## config.mk

```make
export PLATFORM = sky130hd
export DESIGN_NAME = pcl_host
export DESIGN_NICKNAME = d
export VERILOG_FILES = /design/src/rtl/pcl_pkg.sv /design/src/rtl/pcl_host.sv
export VERILOG_INCLUDE_DIRS = /design/src /design/src/rtl
export SDC_FILE = /design/constraint.sdc
export NUM_CORES = 1
export LEC_CHECK = 0
export BUFFER_PORTS_ARGS = -buffer_cell sky130_fd_sc_hd__buf_2
export CORE_MARGIN = 4
export CORE_UTILIZATION = 55
export DETAILED_ROUTE_END_ITERATION = 10
export PLACE_DENSITY = 0.89
export SLEW_MARGIN = 20
export SYNTH_ARGS = -nofsm -noshare
export SYNTH_HDL_FRONTEND = slang
export SYNTH_SLANG_ARGS = --single-unit
```

## constraint.sdc

```tcl
create_clock -name clk_sys -period 3.45 [get_ports clk_sys]
set_clock_uncertainty 0.15 [all_clocks]
set_input_delay 0 -clock clk_sys [delete_from_list [all_inputs] [get_ports clk_sys]]
set_output_delay 0 -clock clk_sys [all_outputs]
set_load 0.01 [all_outputs]
```

## src/rtl/pcl_params.svh

```systemverilog
`ifndef PCL_PARAMS_SVH
`define PCL_PARAMS_SVH

// ****************************************
// timing, given in ns, us or MHz and converted to system clock cycles
// ****************************************
`define PCL_CLK_PS        5000
`define PCL_T_CF2ST_NS    600
`define PCL_CHK_CYC       ((`PCL_T_CF2ST_NS * 1000) / `PCL_CLK_PS + 3)
`define PCL_T_CFG_NS      2000
`define PCL_CFG_CYC       ((`PCL_T_CFG_NS * 1000 + `PCL_CLK_PS - 1) / `PCL_CLK_PS)
`define PCL_T_CF2CK_US    1506
`define PCL_CF2CK_CYC     ((`PCL_T_CF2CK_US * 1000000 + `PCL_CLK_PS - 1) / `PCL_CLK_PS)
`define PCL_T_STATUS_US   1506
`define PCL_STATUS_CYC    ((`PCL_T_STATUS_US * 1000000) / `PCL_CLK_PS)
`define PCL_T_ST2CK_US    2
`define PCL_ST2CK_CYC     ((`PCL_T_ST2CK_US * 1000000 + `PCL_CLK_PS - 1) / `PCL_CLK_PS)
`define PCL_T_CD2UM_US    437
`define PCL_CD2UM_CYC     ((`PCL_T_CD2UM_US * 1000000 + `PCL_CLK_PS - 1) / `PCL_CLK_PS)
`define PCL_CCLK_MAX_MHZ  100
`define PCL_CCLK_MIN_PS   (1000000 / `PCL_CCLK_MAX_MHZ)
`define PCL_CD2CU_CYC     ((4 * `PCL_CCLK_MIN_PS + `PCL_CLK_PS - 1) / `PCL_CLK_PS)
`define PCL_USER_PERIODS  8576
`define PCL_DIV           4
`define PCL_HALF          (`PCL_DIV / 2)
`define PCL_CNT_W         20
`define PCL_WORD_W        32
`endif

```

## src/rtl/pcl_pkg.sv

```systemverilog
package pcl_pkg;
  typedef enum {
    ST_IDLE, ST_PULSE, ST_RELEASE, ST_SETTLE, ST_LOAD, ST_GAP, ST_INIT, ST_DONE, ST_FAIL
  } pcl_state_t;
  typedef logic [31:0] pcl_word_t;
endpackage

```

## src/rtl/pcl_host.sv

```systemverilog
`timescale 1ns/1ps
`include "pcl_params.svh"
module pcl_host #(
  parameter int unsigned WAIT_CF2CK   = `PCL_CF2CK_CYC,
  parameter int unsigned WAIT_STATUS  = `PCL_STATUS_CYC,
  parameter int unsigned WAIT_CD2UM   = `PCL_CD2UM_CYC,
  parameter int unsigned USER_PERIODS = `PCL_USER_PERIODS
) (
  // clock and reset
  input  wire logic              clk_sys,
  input  wire logic              reset_n,
  // user control
  input  wire logic              start,
  input  wire logic              monitor_status,
  input  wire logic              use_user_clock,
  input  wire logic              hold_off,
  // word stream
  input  wire pcl_pkg::pcl_word_t word_in,
  input  wire logic              word_valid,
  output logic                   word_ready,
  // user status
  output logic                   busy,
  output logic                   user_mode,
  output logic                   fail,
  // device pins
  output logic                   cfg_req_n,
  input  wire logic              status_n_in,
  output logic                   status_n_out,
  output logic                   status_n_oe_n,
  input  wire logic              load_complete,
  output logic                   config_clock,
  output pcl_pkg::pcl_word_t     config_data,
  output logic                   user_init_clock
);
  import pcl_pkg::*;

  localparam int CW = `PCL_CNT_W;

  pcl_state_t      state;
  logic [CW-1:0]   cnt_r;
  logic [1:0]      st_sync_r;
  logic [1:0]      cd_sync_r;
  logic            status_s;
  logic            cd_s;
  logic [1:0]      half_r;
  logic            tick;
  logic            have_r;
  logic            aged_r;
  logic [1:0]      udiv_r;
  logic            urise;

  // ****************************************
  // pin synchronisers
  // ****************************************
  // first stage feeds only the second stage
  always_ff @(posedge clk_sys or negedge reset_n) begin
    if (!reset_n) begin
      st_sync_r <= 2'h3;
      cd_sync_r <= 2'h0;
    end else begin
      st_sync_r <= {st_sync_r[0], status_n_in};
      cd_sync_r <= {cd_sync_r[0], load_complete};
    end
  end
  assign status_s = st_sync_r[1];
  assign cd_s     = cd_sync_r[1];

  // ****************************************
  // sequence state machine
  // ****************************************
  // a single down counter times every phase but the load
  always_ff @(posedge clk_sys or negedge reset_n) begin
    if (!reset_n) begin
      state     <= ST_IDLE;
      cnt_r     <= '0;
      cfg_req_n <= 1'b1;
      user_mode <= 1'b0;
      fail      <= 1'b0;
    end else if (start) begin
      // restart from scratch, any partial load is dropped
      state     <= ST_PULSE;
      cnt_r     <= CW'(`PCL_CFG_CYC - 1);
      cfg_req_n <= 1'b0;
      user_mode <= 1'b0;
      fail      <= 1'b0;
    end else begin
      case (state)
        ST_PULSE: begin
          if (cnt_r != '0) begin
            cnt_r <= cnt_r - 1'b1;
          end
          // device must have answered by now
          if (cnt_r == CW'(`PCL_CFG_CYC - 1 - `PCL_CHK_CYC) && (status_s || cd_s)) begin
            fail <= 1'b1; // request still held to its full width
          end else if (cnt_r == '0 && !hold_off) begin // stretched pulse
            state     <= fail ? ST_FAIL : ST_RELEASE;
            cfg_req_n <= 1'b1;
            cnt_r     <= monitor_status ? CW'(WAIT_STATUS) : CW'(WAIT_CF2CK);
          end
        end
        ST_RELEASE: begin
          if (hold_off) begin
            // host holds status low, so the device waits too
            cnt_r <= monitor_status ? CW'(WAIT_STATUS) : CW'(WAIT_CF2CK);
          end else if (monitor_status && status_s) begin
            state <= ST_SETTLE;
            cnt_r <= CW'(`PCL_ST2CK_CYC - 1);
          end else if (cnt_r != '0) begin
            cnt_r <= cnt_r - 1'b1;
          end else if (monitor_status) begin
            // status never rose in its window
            state <= ST_FAIL;
            fail  <= 1'b1;
          end else begin
            state <= ST_LOAD; // blind wait done
          end
        end
        ST_SETTLE: begin
          if (cnt_r == '0) begin
            state <= ST_LOAD;
          end else begin
            cnt_r <= cnt_r - 1'b1;
          end
        end
        ST_LOAD: begin
          if (cd_s) begin
            state <= use_user_clock ? ST_GAP : ST_INIT;
            cnt_r <= use_user_clock ? CW'(`PCL_CD2CU_CYC - 1) : CW'(WAIT_CD2UM - 1);
          end else if (!status_s) begin
            // device flagged a load error
            state <= ST_FAIL;
            fail  <= 1'b1;
          end
        end
        ST_GAP: begin
          if (cnt_r == '0) begin
            state <= ST_INIT;
            cnt_r <= CW'(USER_PERIODS - 1);
          end else begin
            cnt_r <= cnt_r - 1'b1;
          end
        end
        ST_INIT: begin
          if (!use_user_clock || urise) begin
            if (cnt_r == '0) begin
              state     <= ST_DONE;
              user_mode <= 1'b1;
            end else begin
              cnt_r <= cnt_r - 1'b1;
            end
          end
        end
        ST_IDLE, ST_DONE, ST_FAIL: begin
          cnt_r <= cnt_r;
        end
        default: begin
          state <= ST_IDLE;
        end
      endcase
    end
  end

  // ****************************************
  // pin and status outputs
  // ****************************************
  // status is only ever pulled low, never driven high
  always_ff @(posedge clk_sys or negedge reset_n) begin
    if (!reset_n) begin
      status_n_out  <= 1'b0;
      status_n_oe_n <= 1'b1;
      busy          <= 1'b0;
    end else begin
      status_n_out  <= 1'b0;
      status_n_oe_n <= !(hold_off && (state == ST_PULSE || state == ST_RELEASE));
      busy          <= !(state == ST_IDLE || state == ST_DONE || state == ST_FAIL);
    end
  end

  // ****************************************
  // configuration clock and data
  // ****************************************
  // divide by four plus the word handshake keeps the clock at about 33 MHz or less, below both limits
  assign tick = (half_r == 2'(`PCL_HALF - 1));
  always_ff @(posedge clk_sys or negedge reset_n) begin
    if (!reset_n) begin
      half_r       <= 2'h0;
      config_clock <= 1'b0;
    end else if ((state != ST_LOAD || start || cd_s) && !config_clock) begin // high phase runs out, no runt
      half_r       <= 2'h0;
      config_clock <= 1'b0;
    end else begin
      half_r <= tick ? 2'h0 : half_r + 2'h1;
      if (tick && config_clock) begin
        config_clock <= 1'b0;
      end else if (tick && have_r && aged_r) begin
        config_clock <= 1'b1; // word captured on this edge
      end
    end
  end

  // one word per clock, held until the falling edge
  always_ff @(posedge clk_sys or negedge reset_n) begin
    if (!reset_n) begin
      have_r      <= 1'b0;
      aged_r      <= 1'b0;
      word_ready  <= 1'b0;
      config_data <= 32'h0000_0000;
    end else if (state != ST_LOAD || start || cd_s) begin
      have_r     <= 1'b0;
      aged_r     <= 1'b0;
      word_ready <= 1'b0;
    end else begin
      // aged flag gives a full cycle of setup before the rise
      aged_r <= have_r;
      if (tick && config_clock) begin
        have_r <= 1'b0;
      end else if (word_ready && word_valid) begin
        config_data <= word_in;
        have_r      <= 1'b1;
        word_ready  <= 1'b0;
      end else if (!have_r && !config_clock) begin
        word_ready <= 1'b1;
      end
    end
  end

  // ****************************************
  // user initialisation clock
  // ****************************************
  assign urise = (udiv_r == 2'(`PCL_HALF - 1)) && !user_init_clock;
  always_ff @(posedge clk_sys or negedge reset_n) begin
    if (!reset_n) begin
      udiv_r          <= 2'h0;
      user_init_clock <= 1'b0;
    end else if (state != ST_INIT || !use_user_clock || start) begin
      udiv_r          <= 2'h0;
      user_init_clock <= 1'b0;
    end else begin
      udiv_r <= (udiv_r == 2'(`PCL_HALF - 1)) ? 2'h0 : udiv_r + 2'h1;
      if (udiv_r == 2'(`PCL_HALF - 1)) begin
        user_init_clock <= !user_init_clock;
      end
    end
  end

  // ****************************************
  // checks
  // ****************************************
  // timing below is only meaningful for plain bitstreams
  logic [31:0] low_cnt_r;
  logic [31:0] rel_cnt_r;
  logic [31:0] sth_cnt_r;
  logic [31:0] cdh_cnt_r;
  logic        seen_r;
  logic        cclk_d_r;
  logic [1:0]  acc_r;
  logic        rise_now;
  assign rise_now = config_clock && !cclk_d_r;

  always_ff @(posedge clk_sys or negedge reset_n) begin
    if (!reset_n) begin
      low_cnt_r <= '0;
      rel_cnt_r <= '0;
      sth_cnt_r <= '0;
      cdh_cnt_r <= '0;
      seen_r    <= 1'b0;
      cclk_d_r  <= 1'b0;
      acc_r     <= 2'h0;
    end else begin
      low_cnt_r <= cfg_req_n ? '0 : low_cnt_r + 1;
      rel_cnt_r <= !cfg_req_n ? '0 : rel_cnt_r + 1;
      sth_cnt_r <= !status_s ? '0 : sth_cnt_r + 1;
      cdh_cnt_r <= !cd_s ? '0 : cdh_cnt_r + 1;
      seen_r    <= !cfg_req_n ? 1'b0 : (seen_r || config_clock);
      cclk_d_r  <= config_clock;
      if (rise_now) begin
        acc_r <= {1'b0, (word_ready && word_valid)};
      end else if (word_ready && word_valid && acc_r != 2'h3) begin
        acc_r <= acc_r + 2'h1;
      end
    end
  end
endmodule // pcl_host

```

## Word-level counts from Yosys, hierarchy flattened

Index checks and enable logic that the tools add are counted.

| word-level totals | value |
|---|---|
| bits in registers | 102 |
| latch bits | 0 |
| RAM bits | 0 |
| bits in read-only memories | 0 |
| input bits | 41 |
| word-level logic and storage cells | 170 |
| memories kept | 0 |

| operators by class | value |
|---|---|
| add/subtract/negate cells | 3 |
| multipliers | 0 |
| div/mod/pow operators | 0 |
| $lt $le $gt $ge | 0 |
| equal/unequal tests | 36 |
| shift-type cells | 0 |
| muxes and demuxes | 62 |
| bitwise logic cells | 2 |
| reduce and logical (&&, ||, !) cells | 50 |

Operators with widths:

| cell | number |
|---|---|
| $mux 32 | 12 |
| $pmux 32 s7 | 1 |
| $mux 20 | 10 |
| $eq 32x3->1 const B | 5 |
| $pmux 20 s6 | 1 |
| $eq 32x2->1 const B | 3 |
| $eq 32x4->1 const B | 2 |
| $logic_not 32->1 | 2 |
| $ne 32x4->1 const B | 2 |
| $ne 3x3->1 const B | 14 |
| $eq 32x1->1 const B | 1 |
| $eq 32x5->1 const B | 1 |
| $mux 1 | 29 |
| $eq 20x9->1 const B | 1 |
| $logic_not 20->1 | 1 |
| $reduce_bool 20->1 | 1 |
| $sub 20x1->20 const B | 1 |
| $mux 17 | 1 |
| $reduce_and 3->1 | 4 |
| $reduce_bool 2->1 | 6 |
| $logic_and 1x1->1 | 11 |
| $mux 2 | 5 |
| $reduce_and 10->1 | 1 |
| $logic_or 1x1->1 | 9 |
| other kinds (15) | 29 |

## Longest topological paths before layout

Gate-level depths: netlist of run 1.

| depth | value |
|---|---|
| word-level depth | 6 |
| mapped depth | 10 |

## Worst setup path after synthesis of run 1

Ideal clock, no wire load.

| timing path | value |
|---|---|
| path type | flip-flop to flip-flop |
| from | reg user_init_clock |
| to | reg cnt_r[19] |
| arrival | 2.291 ns |
| required time | 3.224 ns |
| path slack | 0.933 ns |
| stages on the path, launching flop included | 8 |
| clock period less this slack | 2.517 ns |
| cell sequence | dfrtp_1 > or3b_2 > nor3b_1 > or3_1 > buf_2 > or3_4 > or3_1 > o21ai_1 |

| on the way | value |
|---|---|
| longest elaborated chain between the ends | 5 |

RTL lines:

| element | RTL line | RTL |
|---|---|---|
| from (decl) | pcl_host.sv:33 | `output logic user_init_clock` |
| from (signal assigned) | pcl_host.sv:241 | `user_init_clock <= !user_init_clock;` |
| $logic_not 1->1 | pcl_host.sv:230 | `` assign urise = (udiv_r == 2'(`PCL_HALF - 1)) && !user_init_clock; `` |
| $logic_and 1x1->1 | pcl_host.sv:230 |  |
| $logic_or 1x1->1 | pcl_host.sv:144 | `if (!use_user_clock \|\| urise) begin` |
| $ne 3x3->1 (no source line) | - |  |
| $reduce_and 3->1 (no source line) | - |  |
| to (signal assigned) | pcl_host.sv:140 | `cnt_r <= cnt_r - 1'b1;` |
| to (signal assigned) | pcl_host.sv:149 | `cnt_r <= cnt_r - 1'b1;` |
| to (signal assigned) | pcl_host.sv:154 | `cnt_r <= cnt_r;` |
| to (decl) | pcl_host.sv:40 | `logic [CW-1:0] cnt_r;` |

No other way between the ends.
A chain may end at the register's enable or synchronous reset.

## Worst setup path after layout of run 1

| timing path | value |
|---|---|
| from | reg state[1] |
| to | reg cnt_r[19] |

| on the way | value |
|---|---|
| longest elaborated chain between the ends | 3 |
| elaborated cells on any way between the ends | 12 |

RTL lines:

| element | RTL line | RTL |
|---|---|---|
| from (decl) | pcl_host.sv:39 | `pcl_state_t state;` |
| from (signal assigned) | pcl_host.sv:96 | `state <= fail ? ST_FAIL : ST_RELEASE;` |
| from (signal assigned) | pcl_host.sv:127 | `state <= use_user_clock ? ST_GAP : ST_INIT;` |
| $eq 32x3->1 (tied with other cells) | pcl_host.sv:87 | `case (state)` |
| $pmux 20 s6 (tied with other cells) | pcl_host.sv:87 |  |
| $mux 20 or $reduce_and 3->1 (tied branches) | - |  |
| to (signal assigned) | pcl_host.sv:82 | `` cnt_r <= CW'(`PCL_CFG_CYC - 1); `` |
| to (signal assigned) | pcl_host.sv:90 | `cnt_r <= cnt_r - 1'b1;` |
| to (signal assigned) | pcl_host.sv:98 | `cnt_r <= monitor_status ? CW'(WAIT_STATUS) : CW'(WAIT_CF2CK);` |

Several ways; a longest one is shown, not always the timed one.

==> results.py, run 1 <==
metrics = {
    "critical_path": {
        "rr_endpoint": "cnt_r[19]",
        "critPathMaxStageDelay_ps": 840,
        "crit_chain": "or4b_1 > nor3_2 > nor3_1 > or3_4 > or3_1 > o21ai_1",
        "cp_data_required_time_ps": 3580,
        "r2r_start": "state[1]",
        "reg2reg_depth": 6,
        "end_kind": "register",
        "cp.arrival_ps": 3150,
        "path_max_fanout": 24,
        "reg2reg_slack_ps": 420,
        "critPathKind": "register to register",
        "critPathLaunchType": "register",
        "slowest_stage": "dfrtp_1",
    },
    "yosys": {
        "syn-cell-area_um2": 4300,
        "synth.largest_area_cell": "dfrtp_1",
        "yosys_warnings": 0,
        "synthDominantCellAreaShare": 0.408,
        "netlist_instances": 454,
        "ys_async_sr_fraction": 1.00,
        "syn_area_per_cell_um2": 9.47,
        "synth_edf_count": 0,
        "synth_ff_type": "dfrtp_1",
        "yosysSeqAreaShare": 0.432,
        "ys_ff_latch": 74,
        "synth_cell_types": 69,
        "synth_nets": 498,
        "synthTopCellsByArea": "dfrtp_1 (41%), mux2_2 (8.4%), nor2_1 (3.7%)",
    },
    "floorplan": {
        "coreArea_um2": 7410,
        "placementRows": 31,
        "start_util": 0.580,
        "die_h_um": 96.4,
        "die_area_um2": 9290,
        "num_io_pins": 82,
        "die_w_um": 96.4,
    },
    "global_routing": {
        "grt_usage": 0.307,
        "grt_pass1_wl_mm": 21.6,
        "grt_pass1_vias": 4146,
        "grt_overflow": 0,
        "grt_max_degree": 75,
        "antenna_found_initial": 1,
    },
    "power": {
        "ir_drop_mv": 0.471,
        "powerDensity_nw_per_um2": 593,
        "p_leak_nw": 2.48,
    },
    "timing": {
        "fin_setup_tns_ps": 0,
        "holdWs_ps": 83.4,
        "grt_setup_unrepaired": "false",
        "setup_viol_count_final": 0,
        "clock.fmax_mhz": 331,
        "tightest_slew_ps": 936,
        "hold_viol": 0,
        "relSlewSlack": 0.376,
        "layout_min_cycle_time_ps": 3030,
        "maxSlewViolCount": 0,
        "period_share": 0.877,
    },
    "clock_network": {
        "cts_root_buf": "clkbuf_8",
        "path_clk_slew_ps": 90,
        "clk_latency_ps": 350,
        "post_cts_buffers": 0,
        "cts_buffers": 9,
        "clockBufferDepth": 2,
        "htreeDepth": 3,
        "cts_sinks": 74,
        "cts_tree": "built",
    },
    "run_status": {
        "status": "finished clean",
    },
    "final_layout": {
        "fin_cells": 671,
        "areaGrowthSynthToFinish_pct": 24.9,
        "nets": 610,
        "finalInstanceArea_um2": 5370,
        "nFillCells": 538,
        "drive_gt1_frac": 0.277,
    },
    "detailed_routing": {
        "antenna_left": 0,
        "via_per_inst": 6.42,
        "drt_iter0_markers": 534,
        "wl_per_cell_um": 20.6,
        "vias": 4308,
        "drt_first_pass_iters": 7,
        "drc": 0,
        "wl_mm": 13.8,
    },
    "job": {
        "drv_cap": 0,
    },
    "hold_path": {
        "hp-start": "monitor_status",
        "hold_depth": 5,
        "hold_end": "fail",
        "hold_path.class": "input port to register",
    },
    "placed_design": {
        "dpl.hpwl_mm": 9.07,
        "dpl_cell_area_um2": 4770,
        "port_buffers": 80,
        "dp.cells": 615,
        "routabilityCongestion": 0.955,
    },
}
==> stage by stage <==
stage	total power, mW	util	setup slack, ps
after floorplan	1.98	-	933
after global placement	2.36	0.643	616
after detailed placement	2.37	0.643	499
after CTS	3.13	0.724	482
after global routing	3.36	0.724	248
final	3.18	0.724	425
==> kinds of logic after synthesis <==
kind of cell,after synthesis,synth area share
buffers and inverters,43,0.0466
AND/OR/NAND/NOR,159,0.195
other,1,0.000873
AO/OA/AOI/OAI,134,0.216
multiplexers,34,0.0885
XOR/XNOR,6,0.0122
flip-flops,74,0.432
adder cells (fa/ha/maj),3,0.00873
==> critical path, delay by kind of cell, from the launching register on <==
family,cells,cell delay [ps]
simple gates,5,1880
flops,1,840
compound gates,1,90
==> layout make-up <==
class                   count  area [µm²]  share of cell area
flip-flops and latches     74        1860               0.346
clock buffers               9         124              0.0231
diodes                      1        2.50            0.000466
well taps                  99         124              0.0231
repair buffers            132         891               0.166
clock inverters             7        82.6              0.0154
multi-input cells         337        2240               0.418
inverters                  12        45.0             0.00839
==> per-layer routing <==
metal	vias to the layer above	global-route usage	routed length, µm
li1	1916	-	-
met4	0	0.0970	457
met2	306	0.507	6790
met3	48	0.0666	1330
met5	-	0	0
met1	2038	0.404	5230
==> report_power, final <==
| part | switching, mW | internal [mW] |
|---|---|---|
| Sequential | 0.166 | 0.943 |
| Combinational | 0.794 | 0.548 |
| Clock | 0.384 | 0.347 |
| Total | 1.34 | 1.84 |
==> layout by cell type (no fill, tap or decap), types with 4 or more instances in the layout <==
master / synthesis / routed
o21ai_0: 27 / 27
nand3_1: 7 / 7
nand2_1: 26 / 26
dfrtp_1: 70 / 70
a211o_1: 5 / 5
nor2_1: 42 / 42
nor3_1: 21 / 21
or3_1: 9 / 9
buf_4: 7 / 14
dlygate4sd3_1: 0 / 39
and2_1: 8 / 8
nand2b_1: 6 / 6
o31ai_1: 4 / 4
a31oi_1: 12 / 12
or2_2: 4 / 4
dfstp_2: 4 / 4
a211oi_1: 8 / 8
o211ai_1: 6 / 6
inv_1: 12 / 12
buf_2: 4 / 79
a21oi_1: 25 / 25
clkbuf_8: 0 / 9
nor2b_1: 6 / 6
mux2_2: 32 / 32
a21o_1: 5 / 5
nor4_1: 7 / 7
==> flip-flops by register name, summed over array words and instances, names as in the netlist <==
name,cells
user_mode,1
word_ready,1
user_init_clock,1
fail,1
aged_r,1
config_clock,1
state,4
cfg_req_n,1
have_r,1
cd_sync_r,2
udiv_r,2
st_sync_r,2
config_data,32
busy,1
half_r,2
status_n_oe_n,1
cnt_r,20
==> synth_stat cells (6+ instances only) <==
cell type	instances
buf_4	7
nand2b_1	6
nand2_1	26
o211ai_1	6
dfrtp_1	70
a211oi_1	8
a21oi_1	25
nor2b_1	6
mux2_2	32
clkbuf_1	19
a31oi_1	12
nor2_1	42
or3_1	9
nor3_1	21
nor4_1	7
and2_1	8
o21ai_0	27
nand3_1	7
inv_1	12
==> what timing repair did <==
action	in CTS	in global routing
gates resized for setup	0	0
hold endpoints to repair	113	0
hold buffers	39	0
==> how the worst max path moves through the flow <==
stage,start,endpoint,slack (ps)
after floorplan,user_init_clock,cnt_r[19],930
after global placement,state[1],cnt_r[19],620
after detailed placement,state[1],cnt_r[19],500
after CTS,state[1],cnt_r[19],480
after global routing,state[1],cnt_r[10],250
final,state[1],cnt_r[19],420
No activity file was read; power rests on OpenSTA's default activity.
==> run 2: changes to the inputs <==
--- a/config.mk
+++ b/config.mk
@@ -6,6 +6,7 @@
 export SDC_FILE = /design/constraint.sdc
 export NUM_CORES = 1
 export LEC_CHECK = 0
+export ABC_AREA = 1
 export BUFFER_PORTS_ARGS = -buffer_cell sky130_fd_sc_hd__buf_2
 export CORE_MARGIN = 4
 export CORE_UTILIZATION = 55
==> run 2 against run 1 <==
Effect of this change: first-iteration DRC count decreased by 45%; fmax increased by 32%; utilization fell by 1.8 points; critical path depth shrank 1; worst setup slack better by 740 ps; sequential cell count did not move; routed wire length decreased by 5.5%; synthesized cell count increased by 19%; non-clock buffer count shrank 11; critical path type unchanged; largest power group unchanged.
==> results.py, run 2 <==
metrics = {
    "run_status": {
        "status": "finished clean",
    },
    "critical_path": {
        "slowest_stage": "nand3_4",
        "crit_chain": "nor2_1 > nand2_4 > nor2_8 > nand3_4 > mux2_4",
        "cp.arrival_ps": 2380,
        "end_kind": "register",
        "critPathLaunchType": "register",
        "reg2reg_slack_ps": 1160,
        "cp_data_required_time_ps": 3540,
        "critPathKind": "register to register",
        "path_max_fanout": 33,
        "critPathMaxStageDelay_ps": 490,
    },
    "final_layout": {
        "final_cell_mix": "nand2_1 (127), buf_2 (80), nor2_1 (75)",
        "multi_input_area_um2": 2300,
        "nets": 708,
        "nFillCells": 586,
        "fin_cells": 771,
        "largest_registers": "config_data x32, cnt_r x20, state x4",
        "ff_latch_area_um2": 1860,
        "regMostFlops": "config_data",
        "diodes": 0,
        "areaGrowthSynthToFinish_pct": 23.2,
        "finalInstanceArea_um2": 5520,
        "drive_gt1_frac": 0.263,
        "layout.cells.most_common": "nand2_1",
        "largest_reg_flops": 32,
    },
    "detailed_routing": {
        "wl_per_cell_um": 16.9,
        "drt_first_pass_iters": 7,
        "antenna_left": 0,
        "drc": 0,
        "drt_iter0_markers": 292,
        "wl_mm": 13.0,
        "vias": 4208,
        "via_per_inst": 5.46,
    },
    "yosys": {
        "synth_ff_type": "dfrtp_1",
        "synthTopCellsByArea": "dfrtp_1 (39%), nand2_1 (11%), mux2_4 (9.7%)",
        "syn-cell-area_um2": 4480,
        "syn_area_per_cell_um2": 8.29,
        "yosysSeqAreaShare": 0.415,
        "netlist_instances": 540,
        "yosys_warnings": 0,
        "synth_edf_count": 0,
        "ys_async_sr_fraction": 1.00,
        "synth.largest_area_cell": "dfrtp_1",
        "synth_nets": 584,
        "synthDominantCellAreaShare": 0.391,
        "synth.most_common_cell": "nand2_1",
        "ys_ff_latch": 74,
        "synth_cell_types": 40,
        "synth_commonest_cells": "nand2_1 (127), nor2_1 (75), dfrtp_1 (70), inv_1 (62), nand3_1 (38)",
    },
    "global_routing": {
        "grt_usage": 0.284,
        "grt_overflow": 0,
        "grt_pass1_vias": 4513,
        "grt_max_degree": 52,
        "antenna_found_initial": 0,
        "grt_pass1_wl_mm": 22.0,
    },
    "placed_design": {
        "dp.cells": 715,
        "port_buffers": 80,
        "routabilityCongestion": 0.989,
        "dpl_cell_area_um2": 4940,
        "dpl.hpwl_mm": 8.86,
    },
    "floorplan": {
        "die_w_um": 98.2,
        "start_util": 0.574,
        "die_h_um": 98.2,
        "die_area_um2": 9650,
        "placementRows": 32,
        "num_io_pins": 82,
        "coreArea_um2": 7810,
    },
    "timing": {
        "fin_setup_tns_ps": 0,
        "setup_viol_count_final": 0,
        "grt_setup_unrepaired": "false",
        "maxSlewViolCount": 0,
        "period_share": 0.663,
        "hold_viol": 0,
        "clock.fmax_mhz": 437,
        "tightest_slew_ps": 626,
        "relSlewSlack": 0.583,
        "layout_min_cycle_time_ps": 2290,
    },
    "clock_network": {
        "cts_root_buf": "clkbuf_8",
        "clk_latency_ps": 360,
        "post_cts_buffers": 0,
        "htreeDepth": 3,
        "cts_buffers": 9,
        "clockBufferDepth": 2,
        "cts_sinks": 74,
        "path_clk_slew_ps": 90,
        "cts_tree": "built",
    },
    "power": {
        "finalPower_mw": 3.12,
        "ir_drop_mv": 0.240,
        "p_leak_nw": 3.12,
        "powerDensity_nw_per_um2": 565,
    },
    "hold_path": {
        "hold_path.class": "input port to asynchronous set/reset pin",
    },
    "job": {
        "drv_cap": 0,
    },
}
run 2: cell families after synthesis:
| logic type | Yosys count | synth area share |
|---|---|---|
| and+or+nand+nor | 299 | 0.320 |
| AOI/OAI and AO/OA | 44 | 0.0537 |
| buffers and inverters | 74 | 0.0718 |
| DFF | 74 | 0.415 |
| xor gates and xnor gates | 13 | 0.0254 |
| other | 1 | 0.000837 |
| adders and majority gates | 3 | 0.00838 |
| muxes | 32 | 0.105 |
run 2: area by class of cell:
class / instances / area share
Clock buffer: 9 / 0.0225
Clock inverter: 7 / 0.00907
Inverter: 66 / 0.0451
Multi-Input combinational cell: 392 / 0.417
Sequential cell: 74 / 0.337
Tap cell: 102 / 0.0231
Timing Repair Buffer: 121 / 0.147
run 2: what timing repair did:
item | in CTS | in global routing
gates resized for setup | 0 | 0
setup endpoints to repair | 0 | 0
hold buffers | 40 | 0
endpoints found under the hold margin | 80 | 0
run 2: worst paths after layout:
kind	cells after the start	to	from
worst max-delay path	5	config_data[23]	state[0]
worst min-delay path	2	state[3]	reset_n
worst max register to register	5	config_data[23]	state[0]
worst min register to register	0	st_sync_r[1]	st_sync_r[0]
max in group asynchronous	3	config_data[23]	reset_n
min in group clk_sys	2	cd_sync_r[0]	load_complete
run 2: critical path: cells and delay by family (launching register included):
kind          cells  cell delay (ps)
simple gates      4             1070
flops             1              440
mux               1              490
run 2: stage by stage:
stage                     hold WS (ps)  setup WS (ps)   util
after floorplan                   -446           1480      -
after global placement            -123           1270  0.633
after detailed placement          -119           1210  0.633
after CTS                         19.4           1180  0.706
after global routing              67.0           1020  0.706
final                             40.1           1160  0.706
run 2: metal layers:
layer / GRT usage / wire length (µm)
met1: 0.357 / 5310
met5: 0 / 0
met3: 0.0821 / 1150
met4: 0.112 / 426
met2: 0.463 / 6160
run 2: power breakdown:
group | switching (mW) | leakage [nW] | internal, mW
Clock | 0.371 | 0.0942 | 0.266
Sequential | 0.108 | 0.983 | 0.965
Combinational | 0.951 | 2.04 | 0.456
Total | 1.43 | 3.12 | 1.69
